--- config.mk ---
export PLATFORM = sky130hd
export DESIGN_NAME = ctr_regs
export DESIGN_NICKNAME = d
export VERILOG_FILES = /design/src/design/ctr_pkg.sv /design/src/design/ctr_regs.sv
export SDC_FILE = /design/constraint.sdc
export NUM_CORES = 1
export LEC_CHECK = 0
export BUFFER_PORTS_ARGS = -buffer_cell sky130_fd_sc_hd__clkbuf_2
export CORE_MARGIN = 4
export CORE_UTILIZATION = 56
export DETAILED_ROUTE_END_ITERATION = 8
export PLACE_DENSITY = 0.84
export SLEW_MARGIN = 25
export SYNTH_ARGS = -nofsm -noshare
export SYNTH_HDL_FRONTEND = slang
export SYNTH_SLANG_ARGS = --single-unit
export TNS_END_PERCENT = 10
--- constraint.sdc ---
create_clock -name clk -period 2.4 [get_ports clk]
set_input_delay 0.24 -clock clk [delete_from_list [all_inputs] [get_ports clk]]
set_output_delay 0.24 -clock clk [all_outputs]
set_load 0.01 [all_outputs]
--- src/design/ctr_pkg.sv ---
// Constants shared by the codec, touch and converter control register bank.
// Assumes a 16-bit register word and a 4-bit register address.
package ctr_pkg;
  // Register word and address types
  typedef logic [15:0] ctr_word_t;
  typedef logic [3:0] ctr_addr_t;
  // Register addresses
  localparam ctr_addr_t ADDR_TEL_A = 4'h5;
  localparam ctr_addr_t ADDR_TEL_B = 4'h6;
  localparam ctr_addr_t ADDR_AUD_A = 4'h7;
  localparam ctr_addr_t ADDR_AUD_B = 4'h8;
  localparam ctr_addr_t ADDR_TSC = 4'h9;
  localparam ctr_addr_t ADDR_ADC_CTL = 4'hA;
  localparam ctr_addr_t ADDR_ADC_DAT = 4'hB;
  localparam ctr_addr_t ADDR_ID = 4'hC;
  // Telecom control A fields
  localparam int TEL_DIV_LSB = 0;
  localparam int TEL_LOOP_BIT = 7;
  localparam logic [6:0] TEL_DIV_MIN = 7'h10;
  localparam logic [6:0] TEL_DIV_MAX = 7'h7F;
  localparam logic [6:0] TEL_DIV_RST = 7'h10;
  // Telecom control B fields
  localparam int TEL_HPF_BIT = 3;
  localparam int TEL_CLIP_BIT = 4;
  localparam int TEL_ATT_BIT = 6;
  localparam int TEL_SIDE_BIT = 11;
  localparam int TEL_MUTE_BIT = 13;
  localparam int TEL_IN_BIT = 14;
  localparam int TEL_OUT_BIT = 15;
  // Audio control A fields
  localparam int AUD_DIV_LSB = 0;
  localparam int AUD_GAIN_LSB = 7;
  localparam logic [6:0] AUD_DIV_MIN = 7'h06;
  localparam logic [6:0] AUD_DIV_MAX = 7'h7F;
  localparam logic [6:0] AUD_DIV_RST = 7'h06;
  // Audio control B fields
  localparam int AUD_ATT_LSB = 0;
  localparam int AUD_CLIP_BIT = 6;
  localparam int AUD_LOOP_BIT = 8;
  localparam int AUD_MUTE_BIT = 13;
  localparam int AUD_IN_BIT = 14;
  localparam int AUD_OUT_BIT = 15;
  // Touch-screen control fields
  localparam int TS_POW_LSB = 0;
  localparam int TS_GND_LSB = 4;
  localparam int TS_MODE_LSB = 8;
  localparam int TS_BIAS_BIT = 11;
  localparam int TS_PX_STATE_BIT = 12;
  localparam int TS_MX_STATE_BIT = 13;
  localparam logic [1:0] TS_MODE_INT = 2'h0;
  localparam logic [1:0] TS_MODE_PRESS = 2'h1;
  // Converter control fields
  localparam int ADC_SYNC_BIT = 0;
  localparam int ADC_VREF_BIT = 1;
  localparam int ADC_INPUT_LSB = 2;
  localparam int ADC_EXTREF_BIT = 5;
  localparam int ADC_START_BIT = 7;
  localparam int ADC_ENA_BIT = 15;
  // Converter result fields
  localparam int ADC_DATA_LSB = 5;
  localparam int ADC_VALID_BIT = 15;
  // Identification fields
  localparam int ID_VER_LSB = 0;
  localparam int ID_PART_LSB = 6;
  localparam int ID_SUPP_LSB = 12;
  // Synchroniser input indices
  localparam int SY_CLIP = 0;
  localparam int SY_PX = 1;
  localparam int SY_MX = 2;
  localparam int SY_RDY = 3;
  localparam int SY_N = 4;
  // Generic reset value for cleared fields
  localparam ctr_word_t WORD_ZERO = 16'h0000;
endpackage : ctr_pkg

--- src/design/ctr_regs.sv ---
// Control and status register bank for the telecom codec, audio codec,
// touch-screen switch matrix and 10-bit converter.
// Assumes the serial bus framing sits outside and hands over one decoded
// access per pulse; analog events arrive asynchronously and are synchronised.
//
// What this block does
// RQ1 - Telecom divisor bits 6:0, 16..127, resets 16
// RQ2 - Bit 7 enables telecom loopback, resets zero
// RQ3 - Bit 3 enables telecom voice band filter
// RQ4 - Bit 4 reads clip; rising write clears
// RQ5 - Bit 6 applies fixed 6dB telecom attenuation
// RQ6 - Bit 11 activates sidetone suppression, resets zero
// RQ7 - Bits 13/14/15 telecom mute, input, output
// RQ8 - Audio divisor bits 6:0, 6..127, resets 6
// RQ9 - Audio input gain bits 11:7, resets zero
// RQ10 - Audio output attenuation bits 4:0, resets zero
// RQ11 - Bit 6 audio clip detect, bit 8 loopback
// RQ12 - Bits 13/14/15 audio mute, input, output
// RQ13 - Touch bits 0-3 supply, 4-7 ground
// RQ14 - Touch mode 00 interrupt, 01 pressure, 1x position
// RQ15 - Touch bit 11 activates bias circuitry
// RQ16 - Bits 12/13 read inverted plate pin levels
// RQ17 - Converter bit 15 power, bit 0 sync
// RQ18 - Bit 1 internal reference, bit 5 external
// RQ19 - Input select bits 4:2, touch then auxiliary
// RQ20 - Conversion starts only on bit 7 rising
// RQ21 - Result bits 14:5, bit 15 done flag
// RQ22 - Read-only identification: version, part, supplier
// RQ23 - Converter-ready rising edge offered as interrupt source
// RQ24 - Unassigned bits read zero, writes ignored
`timescale 1ns/1ns
`default_nettype none
module ctr_regs #(
  parameter logic [5:0] ID_VERSION = 6'h05, // Arbitrary value
  parameter logic [5:0] ID_PART = 6'h2A, // Arbitrary value
  parameter logic [3:0] ID_SUPPLIER = 4'h9 // Arbitrary value
) (
  input wire logic clk,
  input wire logic sys_rst,
  input wire ctr_pkg::ctr_addr_t regAddr,
  input wire logic regWrite,
  input wire ctr_pkg::ctr_word_t regWdata,
  output var ctr_pkg::ctr_word_t regRdata,
  input wire logic telClipIn,
  input wire logic tspxPinIn,
  input wire logic tsmxPinIn,
  input wire logic adcReadyIn,
  input wire logic [9:0] adcResultIn,
  output logic [6:0] telDiv,
  output logic telLoopEna,
  output logic telFilterEna,
  output logic telClipStat,
  output logic telAttEna,
  output logic telSideSupEna,
  output logic telMute,
  output logic telInEna,
  output logic telOutEna,
  output logic [6:0] audDiv,
  output logic [4:0] audGain,
  output logic [4:0] audAtt,
  output logic audClipEna,
  output logic audLoopEna,
  output logic audMute,
  output logic audInEna,
  output logic audOutEna,
  output logic [3:0] tsPlatePow,
  output logic [3:0] tsPlateGnd,
  output logic [1:0] tsMode,
  output logic tsBiasEna,
  output logic adcSyncEna,
  output logic adcVrefCon,
  output logic [2:0] adcInputSel,
  output logic adcExtRefEna,
  output logic adcEna,
  output logic adcStartPulse,
  output logic adcReadyRise
);
  import ctr_pkg::*;

  // Telecom register state
  logic [6:0] telDiv_ff;
  logic telLoop_ff;
  logic telFilter_ff;
  logic telClip_ff;
  logic clipWrLast_ff; // Last value written to the clip clear bit
  logic telAtt_ff;
  logic telSide_ff;
  logic telMute_ff;
  logic telIn_ff;
  logic telOut_ff;
  // Audio register state
  logic [6:0] audDiv_ff;
  logic [4:0] audGain_ff;
  logic [4:0] audAtt_ff;
  logic audClip_ff;
  logic audLoop_ff;
  logic audMute_ff;
  logic audIn_ff;
  logic audOut_ff;
  // Touch-screen register state
  logic [3:0] tsPow_ff;
  logic [3:0] tsGnd_ff;
  logic [1:0] tsMode_ff;
  logic tsBias_ff;
  // Converter register state
  logic adcSync_ff;
  logic adcVref_ff;
  logic [2:0] adcInput_ff;
  logic adcExtRef_ff;
  logic adcStartBit_ff; // Last written start bit, for edge detection
  logic adcEna_ff;
  logic adcStartPulse_ff;
  logic [9:0] adcData_ff;
  logic adcValid_ff;
  logic adcRise_ff;
  logic rdyLast_ff; // Previous filtered converter-ready level
  // Read data register
  ctr_word_t rdata_ff;
  // Synchroniser stages and filtered levels
  logic [SY_N-1:0] syA_ff;
  logic [SY_N-1:0] syB_ff;
  logic [SY_N-1:0] syC_ff;
  logic [SY_N-1:0] syFilt_ff;
  // Raw asynchronous inputs gathered for the synchroniser loop
  wire logic [SY_N-1:0] syRaw = {adcReadyIn, tsmxPinIn, tspxPinIn, telClipIn};
  // Three-stage synchroniser; level accepted once stages two and three agree
  genvar gi;
  generate
    for (gi = 0; gi < SY_N; gi++)
    begin : g_sync
      always_ff @(posedge clk)
      begin
        if (sys_rst)
        begin
          syA_ff[gi] <= 1'b0;
          syB_ff[gi] <= 1'b0;
          syC_ff[gi] <= 1'b0;
          syFilt_ff[gi] <= 1'b0;
        end
        else
        begin
          syA_ff[gi] <= syRaw[gi];
          syB_ff[gi] <= syA_ff[gi];
          syC_ff[gi] <= syB_ff[gi];
          if (syB_ff[gi] == syC_ff[gi])
          begin
            syFilt_ff[gi] <= syC_ff[gi];
          end
        end
      end
    end
  endgenerate
  // Address decode of the write strobe
  wire logic wrTelA = regWrite && (regAddr == ADDR_TEL_A);
  wire logic wrTelB = regWrite && (regAddr == ADDR_TEL_B);
  wire logic wrAudA = regWrite && (regAddr == ADDR_AUD_A);
  wire logic wrAudB = regWrite && (regAddr == ADDR_AUD_B);
  wire logic wrTsc = regWrite && (regAddr == ADDR_TSC);
  wire logic wrAdc = regWrite && (regAddr == ADDR_ADC_CTL);
  // Divisor write data and range checks; out-of-range writes keep the old value
  wire logic [6:0] wrTelDiv = regWdata[TEL_DIV_LSB +: 7];
  wire logic [6:0] wrAudDiv = regWdata[AUD_DIV_LSB +: 7];
  wire logic telDivOk = (wrTelDiv >= TEL_DIV_MIN) && (wrTelDiv <= TEL_DIV_MAX); // see RQ1
  wire logic audDivOk = (wrAudDiv >= AUD_DIV_MIN) && (wrAudDiv <= AUD_DIV_MAX); // see RQ8
  // Event terms
  wire logic clipClear = wrTelB && regWdata[TEL_CLIP_BIT] && !clipWrLast_ff; // see RQ4
  wire logic adcStartEdge = wrAdc && regWdata[ADC_START_BIT] && !adcStartBit_ff; // see RQ20
  wire logic rdyRiseNow = syFilt_ff[SY_RDY] && !rdyLast_ff; // see RQ23
  // Telecom control registers
  always_ff @(posedge clk)
  begin
    if (sys_rst)
    begin
      telDiv_ff <= TEL_DIV_RST; // see RQ1
      telLoop_ff <= 1'b0;
      telFilter_ff <= 1'b0;
      clipWrLast_ff <= 1'b0;
      telAtt_ff <= 1'b0;
      telSide_ff <= 1'b0;
      telMute_ff <= 1'b0;
      telIn_ff <= 1'b0;
      telOut_ff <= 1'b0;
    end
    else
    begin
      if (wrTelA && telDivOk)
      begin
        telDiv_ff <= wrTelDiv; // see RQ1
      end
      if (wrTelA)
      begin
        telLoop_ff <= regWdata[TEL_LOOP_BIT]; // see RQ2
      end
      if (wrTelB)
      begin
        telFilter_ff <= regWdata[TEL_HPF_BIT]; // see RQ3
        clipWrLast_ff <= regWdata[TEL_CLIP_BIT]; // see RQ4
        telAtt_ff <= regWdata[TEL_ATT_BIT]; // see RQ5
        telSide_ff <= regWdata[TEL_SIDE_BIT]; // see RQ6
        telMute_ff <= regWdata[TEL_MUTE_BIT]; // see RQ7
        telIn_ff <= regWdata[TEL_IN_BIT]; // see RQ7
        telOut_ff <= regWdata[TEL_OUT_BIT]; // see RQ7
      end
    end
  end

  // Telecom clip status: a clip event in the clearing cycle wins
  always_ff @(posedge clk)
  begin
    if (sys_rst)
    begin
      telClip_ff <= 1'b0;
    end
    else if (syFilt_ff[SY_CLIP])
    begin
      telClip_ff <= 1'b1; // see RQ4
    end
    else if (clipClear)
    begin
      telClip_ff <= 1'b0; // see RQ4
    end
  end

  // Audio control registers
  always_ff @(posedge clk)
  begin
    if (sys_rst)
    begin
      audDiv_ff <= AUD_DIV_RST; // see RQ8
      audGain_ff <= 5'h00;
      audAtt_ff <= 5'h00;
      audClip_ff <= 1'b0;
      audLoop_ff <= 1'b0;
      audMute_ff <= 1'b0;
      audIn_ff <= 1'b0;
      audOut_ff <= 1'b0;
    end
    else
    begin
      if (wrAudA && audDivOk)
      begin
        audDiv_ff <= wrAudDiv; // see RQ8
      end
      if (wrAudA)
      begin
        audGain_ff <= regWdata[AUD_GAIN_LSB +: 5]; // see RQ9
      end
      if (wrAudB)
      begin
        audAtt_ff <= regWdata[AUD_ATT_LSB +: 5]; // see RQ10
        audClip_ff <= regWdata[AUD_CLIP_BIT]; // see RQ11
        audLoop_ff <= regWdata[AUD_LOOP_BIT]; // see RQ11
        audMute_ff <= regWdata[AUD_MUTE_BIT]; // see RQ12
        audIn_ff <= regWdata[AUD_IN_BIT]; // see RQ12
        audOut_ff <= regWdata[AUD_OUT_BIT]; // see RQ12
      end
    end
  end

  // Touch-screen control register; state bits are read-only
  always_ff @(posedge clk)
  begin
    if (sys_rst)
    begin
      tsPow_ff <= 4'h0;
      tsGnd_ff <= 4'h0;
      tsMode_ff <= TS_MODE_INT;
      tsBias_ff <= 1'b0;
    end
    else if (wrTsc)
    begin
      tsPow_ff <= regWdata[TS_POW_LSB +: 4]; // see RQ13
      tsGnd_ff <= regWdata[TS_GND_LSB +: 4]; // see RQ13
      tsMode_ff <= regWdata[TS_MODE_LSB +: 2]; // see RQ14
      tsBias_ff <= regWdata[TS_BIAS_BIT]; // see RQ15
    end
  end

  // Converter control register and start edge
  always_ff @(posedge clk)
  begin
    if (sys_rst)
    begin
      adcSync_ff <= 1'b0;
      adcVref_ff <= 1'b0;
      adcInput_ff <= 3'h0;
      adcExtRef_ff <= 1'b0;
      adcStartBit_ff <= 1'b0;
      adcEna_ff <= 1'b0;
      adcStartPulse_ff <= 1'b0;
    end
    else
    begin
      adcStartPulse_ff <= adcStartEdge; // see RQ20
      if (wrAdc)
      begin
        adcSync_ff <= regWdata[ADC_SYNC_BIT]; // see RQ17
        adcVref_ff <= regWdata[ADC_VREF_BIT]; // see RQ18
        adcInput_ff <= regWdata[ADC_INPUT_LSB +: 3]; // see RQ19
        adcExtRef_ff <= regWdata[ADC_EXTREF_BIT]; // see RQ18
        adcStartBit_ff <= regWdata[ADC_START_BIT]; // see RQ20
        adcEna_ff <= regWdata[ADC_ENA_BIT]; // see RQ17
      end
    end
  end

  // Converter result capture and done flag; completion wins over a new start
  always_ff @(posedge clk)
  begin
    if (sys_rst)
    begin
      adcData_ff <= 10'h000;
      adcValid_ff <= 1'b0;
      adcRise_ff <= 1'b0;
      rdyLast_ff <= 1'b0;
    end
    else
    begin
      rdyLast_ff <= syFilt_ff[SY_RDY];
      adcRise_ff <= rdyRiseNow; // see RQ23
      if (rdyRiseNow)
      begin
        adcData_ff <= adcResultIn; // see RQ21
        adcValid_ff <= 1'b1; // see RQ21
      end
      else if (adcStartEdge)
      begin
        adcValid_ff <= 1'b0; // see RQ21
      end
    end
  end
  // Read-back words; unassigned bits are zero
  wire ctr_word_t rdTelA = {8'h00, telLoop_ff, telDiv_ff}; // see RQ24
  wire ctr_word_t rdTelB = {telOut_ff, telIn_ff, telMute_ff, 1'b0, telSide_ff, 4'h0,
                   telAtt_ff, 1'b0, telClip_ff, telFilter_ff, 3'h0}; // see RQ24
  wire ctr_word_t rdAudA = {4'h0, audGain_ff, audDiv_ff}; // see RQ24
  wire ctr_word_t rdAudB = {audOut_ff, audIn_ff, audMute_ff, 4'h0, audLoop_ff, 1'b0,
                   audClip_ff, 1'b0, audAtt_ff}; // see RQ24
  wire ctr_word_t rdTsc = {2'h0, !syFilt_ff[SY_MX], !syFilt_ff[SY_PX], tsBias_ff, 1'b0,
                  tsMode_ff, tsGnd_ff, tsPow_ff}; // see RQ16
  wire ctr_word_t rdAdc = {adcEna_ff, 7'h00, adcStartBit_ff, 1'b0, adcExtRef_ff, adcInput_ff,
                  adcVref_ff, adcSync_ff}; // see RQ24
  wire ctr_word_t rdAdcDat = {adcValid_ff, adcData_ff, 5'h00}; // see RQ21
  wire ctr_word_t rdId = {ID_SUPPLIER, ID_PART, ID_VERSION}; // see RQ22
  // Read multiplexer; unmapped addresses return zero
  wire ctr_word_t rdSel = (regAddr == ADDR_TEL_A) ? rdTelA :
                 (regAddr == ADDR_TEL_B) ? rdTelB :
                 (regAddr == ADDR_AUD_A) ? rdAudA :
                 (regAddr == ADDR_AUD_B) ? rdAudB :
                 (regAddr == ADDR_TSC) ? rdTsc :
                 (regAddr == ADDR_ADC_CTL) ? rdAdc :
                 (regAddr == ADDR_ADC_DAT) ? rdAdcDat :
                 (regAddr == ADDR_ID) ? rdId : WORD_ZERO;
  // Registered read data, one cycle behind the address
  always_ff @(posedge clk)
  begin
    if (sys_rst)
    begin
      rdata_ff <= WORD_ZERO;
    end
    else
    begin
      rdata_ff <= rdSel;
    end
  end
  // Outputs straight from flip-flops
  assign regRdata = rdata_ff;
  assign telDiv = telDiv_ff;
  assign telLoopEna = telLoop_ff;
  assign telFilterEna = telFilter_ff;
  assign telClipStat = telClip_ff;
  assign telAttEna = telAtt_ff;
  assign telSideSupEna = telSide_ff;
  assign telMute = telMute_ff;
  assign telInEna = telIn_ff;
  assign telOutEna = telOut_ff;
  assign audDiv = audDiv_ff;
  assign audGain = audGain_ff;
  assign audAtt = audAtt_ff;
  assign audClipEna = audClip_ff;
  assign audLoopEna = audLoop_ff;
  assign audMute = audMute_ff;
  assign audInEna = audIn_ff;
  assign audOutEna = audOut_ff;
  assign tsPlatePow = tsPow_ff;
  assign tsPlateGnd = tsGnd_ff;
  assign tsMode = tsMode_ff;
  assign tsBiasEna = tsBias_ff;
  assign adcSyncEna = adcSync_ff;
  assign adcVrefCon = adcVref_ff;
  assign adcInputSel = adcInput_ff;
  assign adcExtRefEna = adcExtRef_ff;
  assign adcEna = adcEna_ff;
  assign adcStartPulse = adcStartPulse_ff;
  assign adcReadyRise = adcRise_ff;
endmodule : ctr_regs
`default_nettype wire

==> results.md <==
* Status: finished clean
* CTS Buffer Depth at 2
* Largest net degree at the start of global routing at 51
* Synth Warn # at 0
* Seq/Total Area, Yosys at 50.1%
* First-pass GRT wire length at 18000 µm
* Number of global-route vias before repair at 3503
* Post-synthesis compound-gate area fraction at 15.1%
* Die W at 93.8 µm
* Worst Tran Pin Value at 636 ps
* Avg WL per Cell at 17.1 µm
* Share of layout cells above drive strength 1 at 25.4%
* Gate count of the mapped netlist at 461
* Startpoint Class: input port
* Slowest Stage Delay on Critical Path at 460 ps
* Met3 Routed Length at 944 µm
* Die Ht at 93.8 µm
* Crit path capture type: flop
* Setup tns final at 0 ps
* Post_cts resized at 0
* Total clock sinks at 103
* Clk slew on worst S/H paths at 100 ps
* GRT Util Overall at 26.4%
* Antenna cells at 0
* # fillers at 587
* First-pass iteration count of the detailed router at 5
* Antenna violations before repair at 0
* I/O Pins at 110
* Pleak at 0.00214 µW
* Most common cell after layout, fill and taps aside: clkbuf_2
* DRC errors left at 0
* Final setup viols at 0
* Max Cap Viol at 0
* Worst slack, placed at 455 ps
* GR Overflow Total at 0
* Critical path type: input port to flop
* Worst-skew pair later-pin latency at 380 ps
* Nets at 600
* Final wirelength at 11300 µm
* Routed wl met2 at 5360 µm
* CP Buf/Inv Count at 2
* Final cycle utilization of the critical path at 64.6%
* CTS Hold Bufs at 0
* Area grow syn2layout at 20.4%
* Gpl congestion at 0.860
* Peak VDD IR at 357 µV
* Num rows at 30
* Critical path data required time at 2660 ps
* Root Buffer: clkbuf_8
* Yosys cell types at 44
* Netlist Area Pre-Place at 4120 µm²
* DPL Wire Length at 8250 µm
* Met1 WL at 4670 µm
* Post-Synth Adder-Cell Area at 0%
* XOR/XNOR share of the synthesized area at 0%
* CTS buffer count at 9
* Initial DRC count at 337
* Via Count at 3794
* Slowest CP cell: and3_1
* Multiplexer share of the synthesized area at 10.7%
* DR top layer: met4
* Die area at 8790 µm²
* Core ar. at 6980 µm²
* NetSw at 807 µW
* H-Tree Depth at 3
* Crit-path cells: clkbuf_2 -> nor2b_1 -> and3_1 -> buf_4 -> mux2i_1 -> nor2_1
* Worst Hold Class: input port to flop
* Crit-path max FO at 21
* Power, Total at 3140 µW
* Main combinational cell family by area after synthesis: simple AND/OR/NAND/NOR gates
* RSZ-0062 raised after global routing: no
* CTS tree: done
* Seq pwr share at 55.8%
* PortBufs at 108
* Crit path DAT at 1810 ps
* Register bit total from synthesis at 103
* Final min period at 1550 ps
* Combinational cell fraction of total power at 8.0%
* Final hold vios at 0
* Max-slew headroom at 57.5%
* Sw Ratio at 25.7%
* Syn nets at 498
* Multi-input gate area at 1890 µm²
* Post-synthesis simple-gate area fraction at 20.0%
* Fmax achieved at 0.645 GHz
* Post-DRT Antenna Nets at 0
* Initial cell density of the core at 59.0%
* Sequential cell area at 2060 µm²
* Synthesized area per cell at 8.93 µm²
* Postcts setup bufs at 0
* Clock share of power at 36.2%
* Vias/cell at 5.71
* Most frequent cells in the layout: 108 x clkbuf_2, 103 x dfxtp_1, 54 x nor2_1, 52 x nand2_1, 43 x mux2i_1
* Setup ws final at 850 ps
* Int Power at 2330 µW
* Final-report max-slew violation count at 0
* CP top delay family: simple AND/OR/NAND/NOR gates
* Final setup skew at 8.16 ps
* Total power per unit cell area at 633 nW/µm²
-- cell type report --
| cell class | count | area share (%) |
|---|---|---|
| Inverter | 7 | 0.530 |
| Timing Repair Buffer | 123 | 13.2 |
| Clock inverter | 7 | 1.74 |
| Sequential cell | 103 | 41.6 |
| Clock buffer | 9 | 2.50 |
| Multi-Input combinational cell | 319 | 38.1 |
| Tap cell | 96 | 2.42 |
-- flip-flops by register name (all words and copies together) (netlist names), 2 cells and up --
register,cells
regRdata,16
adcData_ff,10
audDiv,7
telDiv,7
audAtt,5
audGain,5
syA_ff,4
syB_ff,4
syC_ff,4
syFilt_ff,4
tsPlateGnd,4
tsPlatePow,4
adcInputSel,3
tsMode,2
-- per-stage QoR --
stage          hold WS [ps]  area [µm²]  cells  utilization (%)
2_1_floorplan           368        4120    461                -
3_3_place_gp            423        4750    648             68.0
5_1_grt                59.9        4960    664             71.0
3_5_place_dp            438        4750    648             68.0
6_report               57.9        4960    664             71.0
4_1_cts                52.1        4960    664             71.0
-- power by group through the flow --
stage	clock, µW	sequential [µW]	combinational [µW]
3_3_place_gp	0	1790	240
6_report	1140	1750	252
4_1_cts	1140	1750	248
5_1_grt	1230	1750	272
2_1_floorplan	0	1800	137
3_5_place_dp	0	1790	247
-- cells by family after synthesis --
| logic type | count (synthesis) |
|---|---|
| AO/OA/AOI/OAI | 102 |
| buffers and inverters | 39 |
| flip-flops | 103 |
| multiplexers | 44 |
| AND/OR/NAND/NOR | 173 |
-- synthesized netlist by cell type --
library cell / count / area [µm²]
nor3b_1: 1 / 7.51
nand3b_4: 1 / 20.0
a211oi_4: 1 / 20.0
nand4_1: 1 / 6.26
nor3_1: 7 / 35.0
dfxtp_1: 103 / 2060
and2b_1: 1 / 7.51
a221o_1: 3 / 30.0
a21oi_1: 39 / 195
buf_1: 2 / 7.51
o21bai_1: 1 / 7.51
a211oi_1: 2 / 15.0
clkbuf_2: 2 / 10.0
buf_6: 1 / 11.3
nor2b_1: 21 / 131
or3_1: 2 / 12.5
nand2b_1: 11 / 68.8
and2_1: 2 / 12.5
o22a_1: 1 / 8.76
o31ai_1: 4 / 30.0
a31o_2: 1 / 8.76
clkbuf_1: 18 / 67.6
o22ai_1: 6 / 37.5
and3_1: 8 / 50.1
a22o_1: 2 / 17.5
buf_2: 9 / 45.0
and4_1: 1 / 8.76
o2bb2ai_1: 2 / 17.5
o41ai_1: 1 / 8.76
nand2_1: 52 / 195
a22oi_1: 4 / 30.0
mux2i_1: 43 / 430
nor2_2: 1 / 6.26
o21ai_0: 30 / 150
nand3b_1: 1 / 7.51
a21o_1: 1 / 7.51
nor2_1: 54 / 203
mux2_2: 1 / 11.3
a32o_1: 2 / 20.0
a32oi_1: 2 / 17.5
clkinv_1: 1 / 3.75
and3b_1: 2 / 17.5
inv_1: 6 / 22.5
nand3_1: 7 / 35.0
-- metal layers --
layer | vias up | GRT usage (%)
met2 | 181 | 41.3
met4 | 0 | 13.0
met5 | - | 0
met3 | 32 | 5.69
met1 | 1801 | 34.4
li1 | 1780 | -
-- path summary, 6_finish.rpt --
kind	startpoint	to	slack [ps]	cells after the start
setup / recovery	regAddr[0]	adcEna	850	6
hold / removal	tsmxPinIn	syA_ff[2]	60	2
setup reg to reg	syFilt_ff[3]	adcData_ff[0]	1100	3
hold reg to reg	syA_ff[0]	syB_ff[0]	460	1
Note: power is estimated with default switching activity, not from simulation.
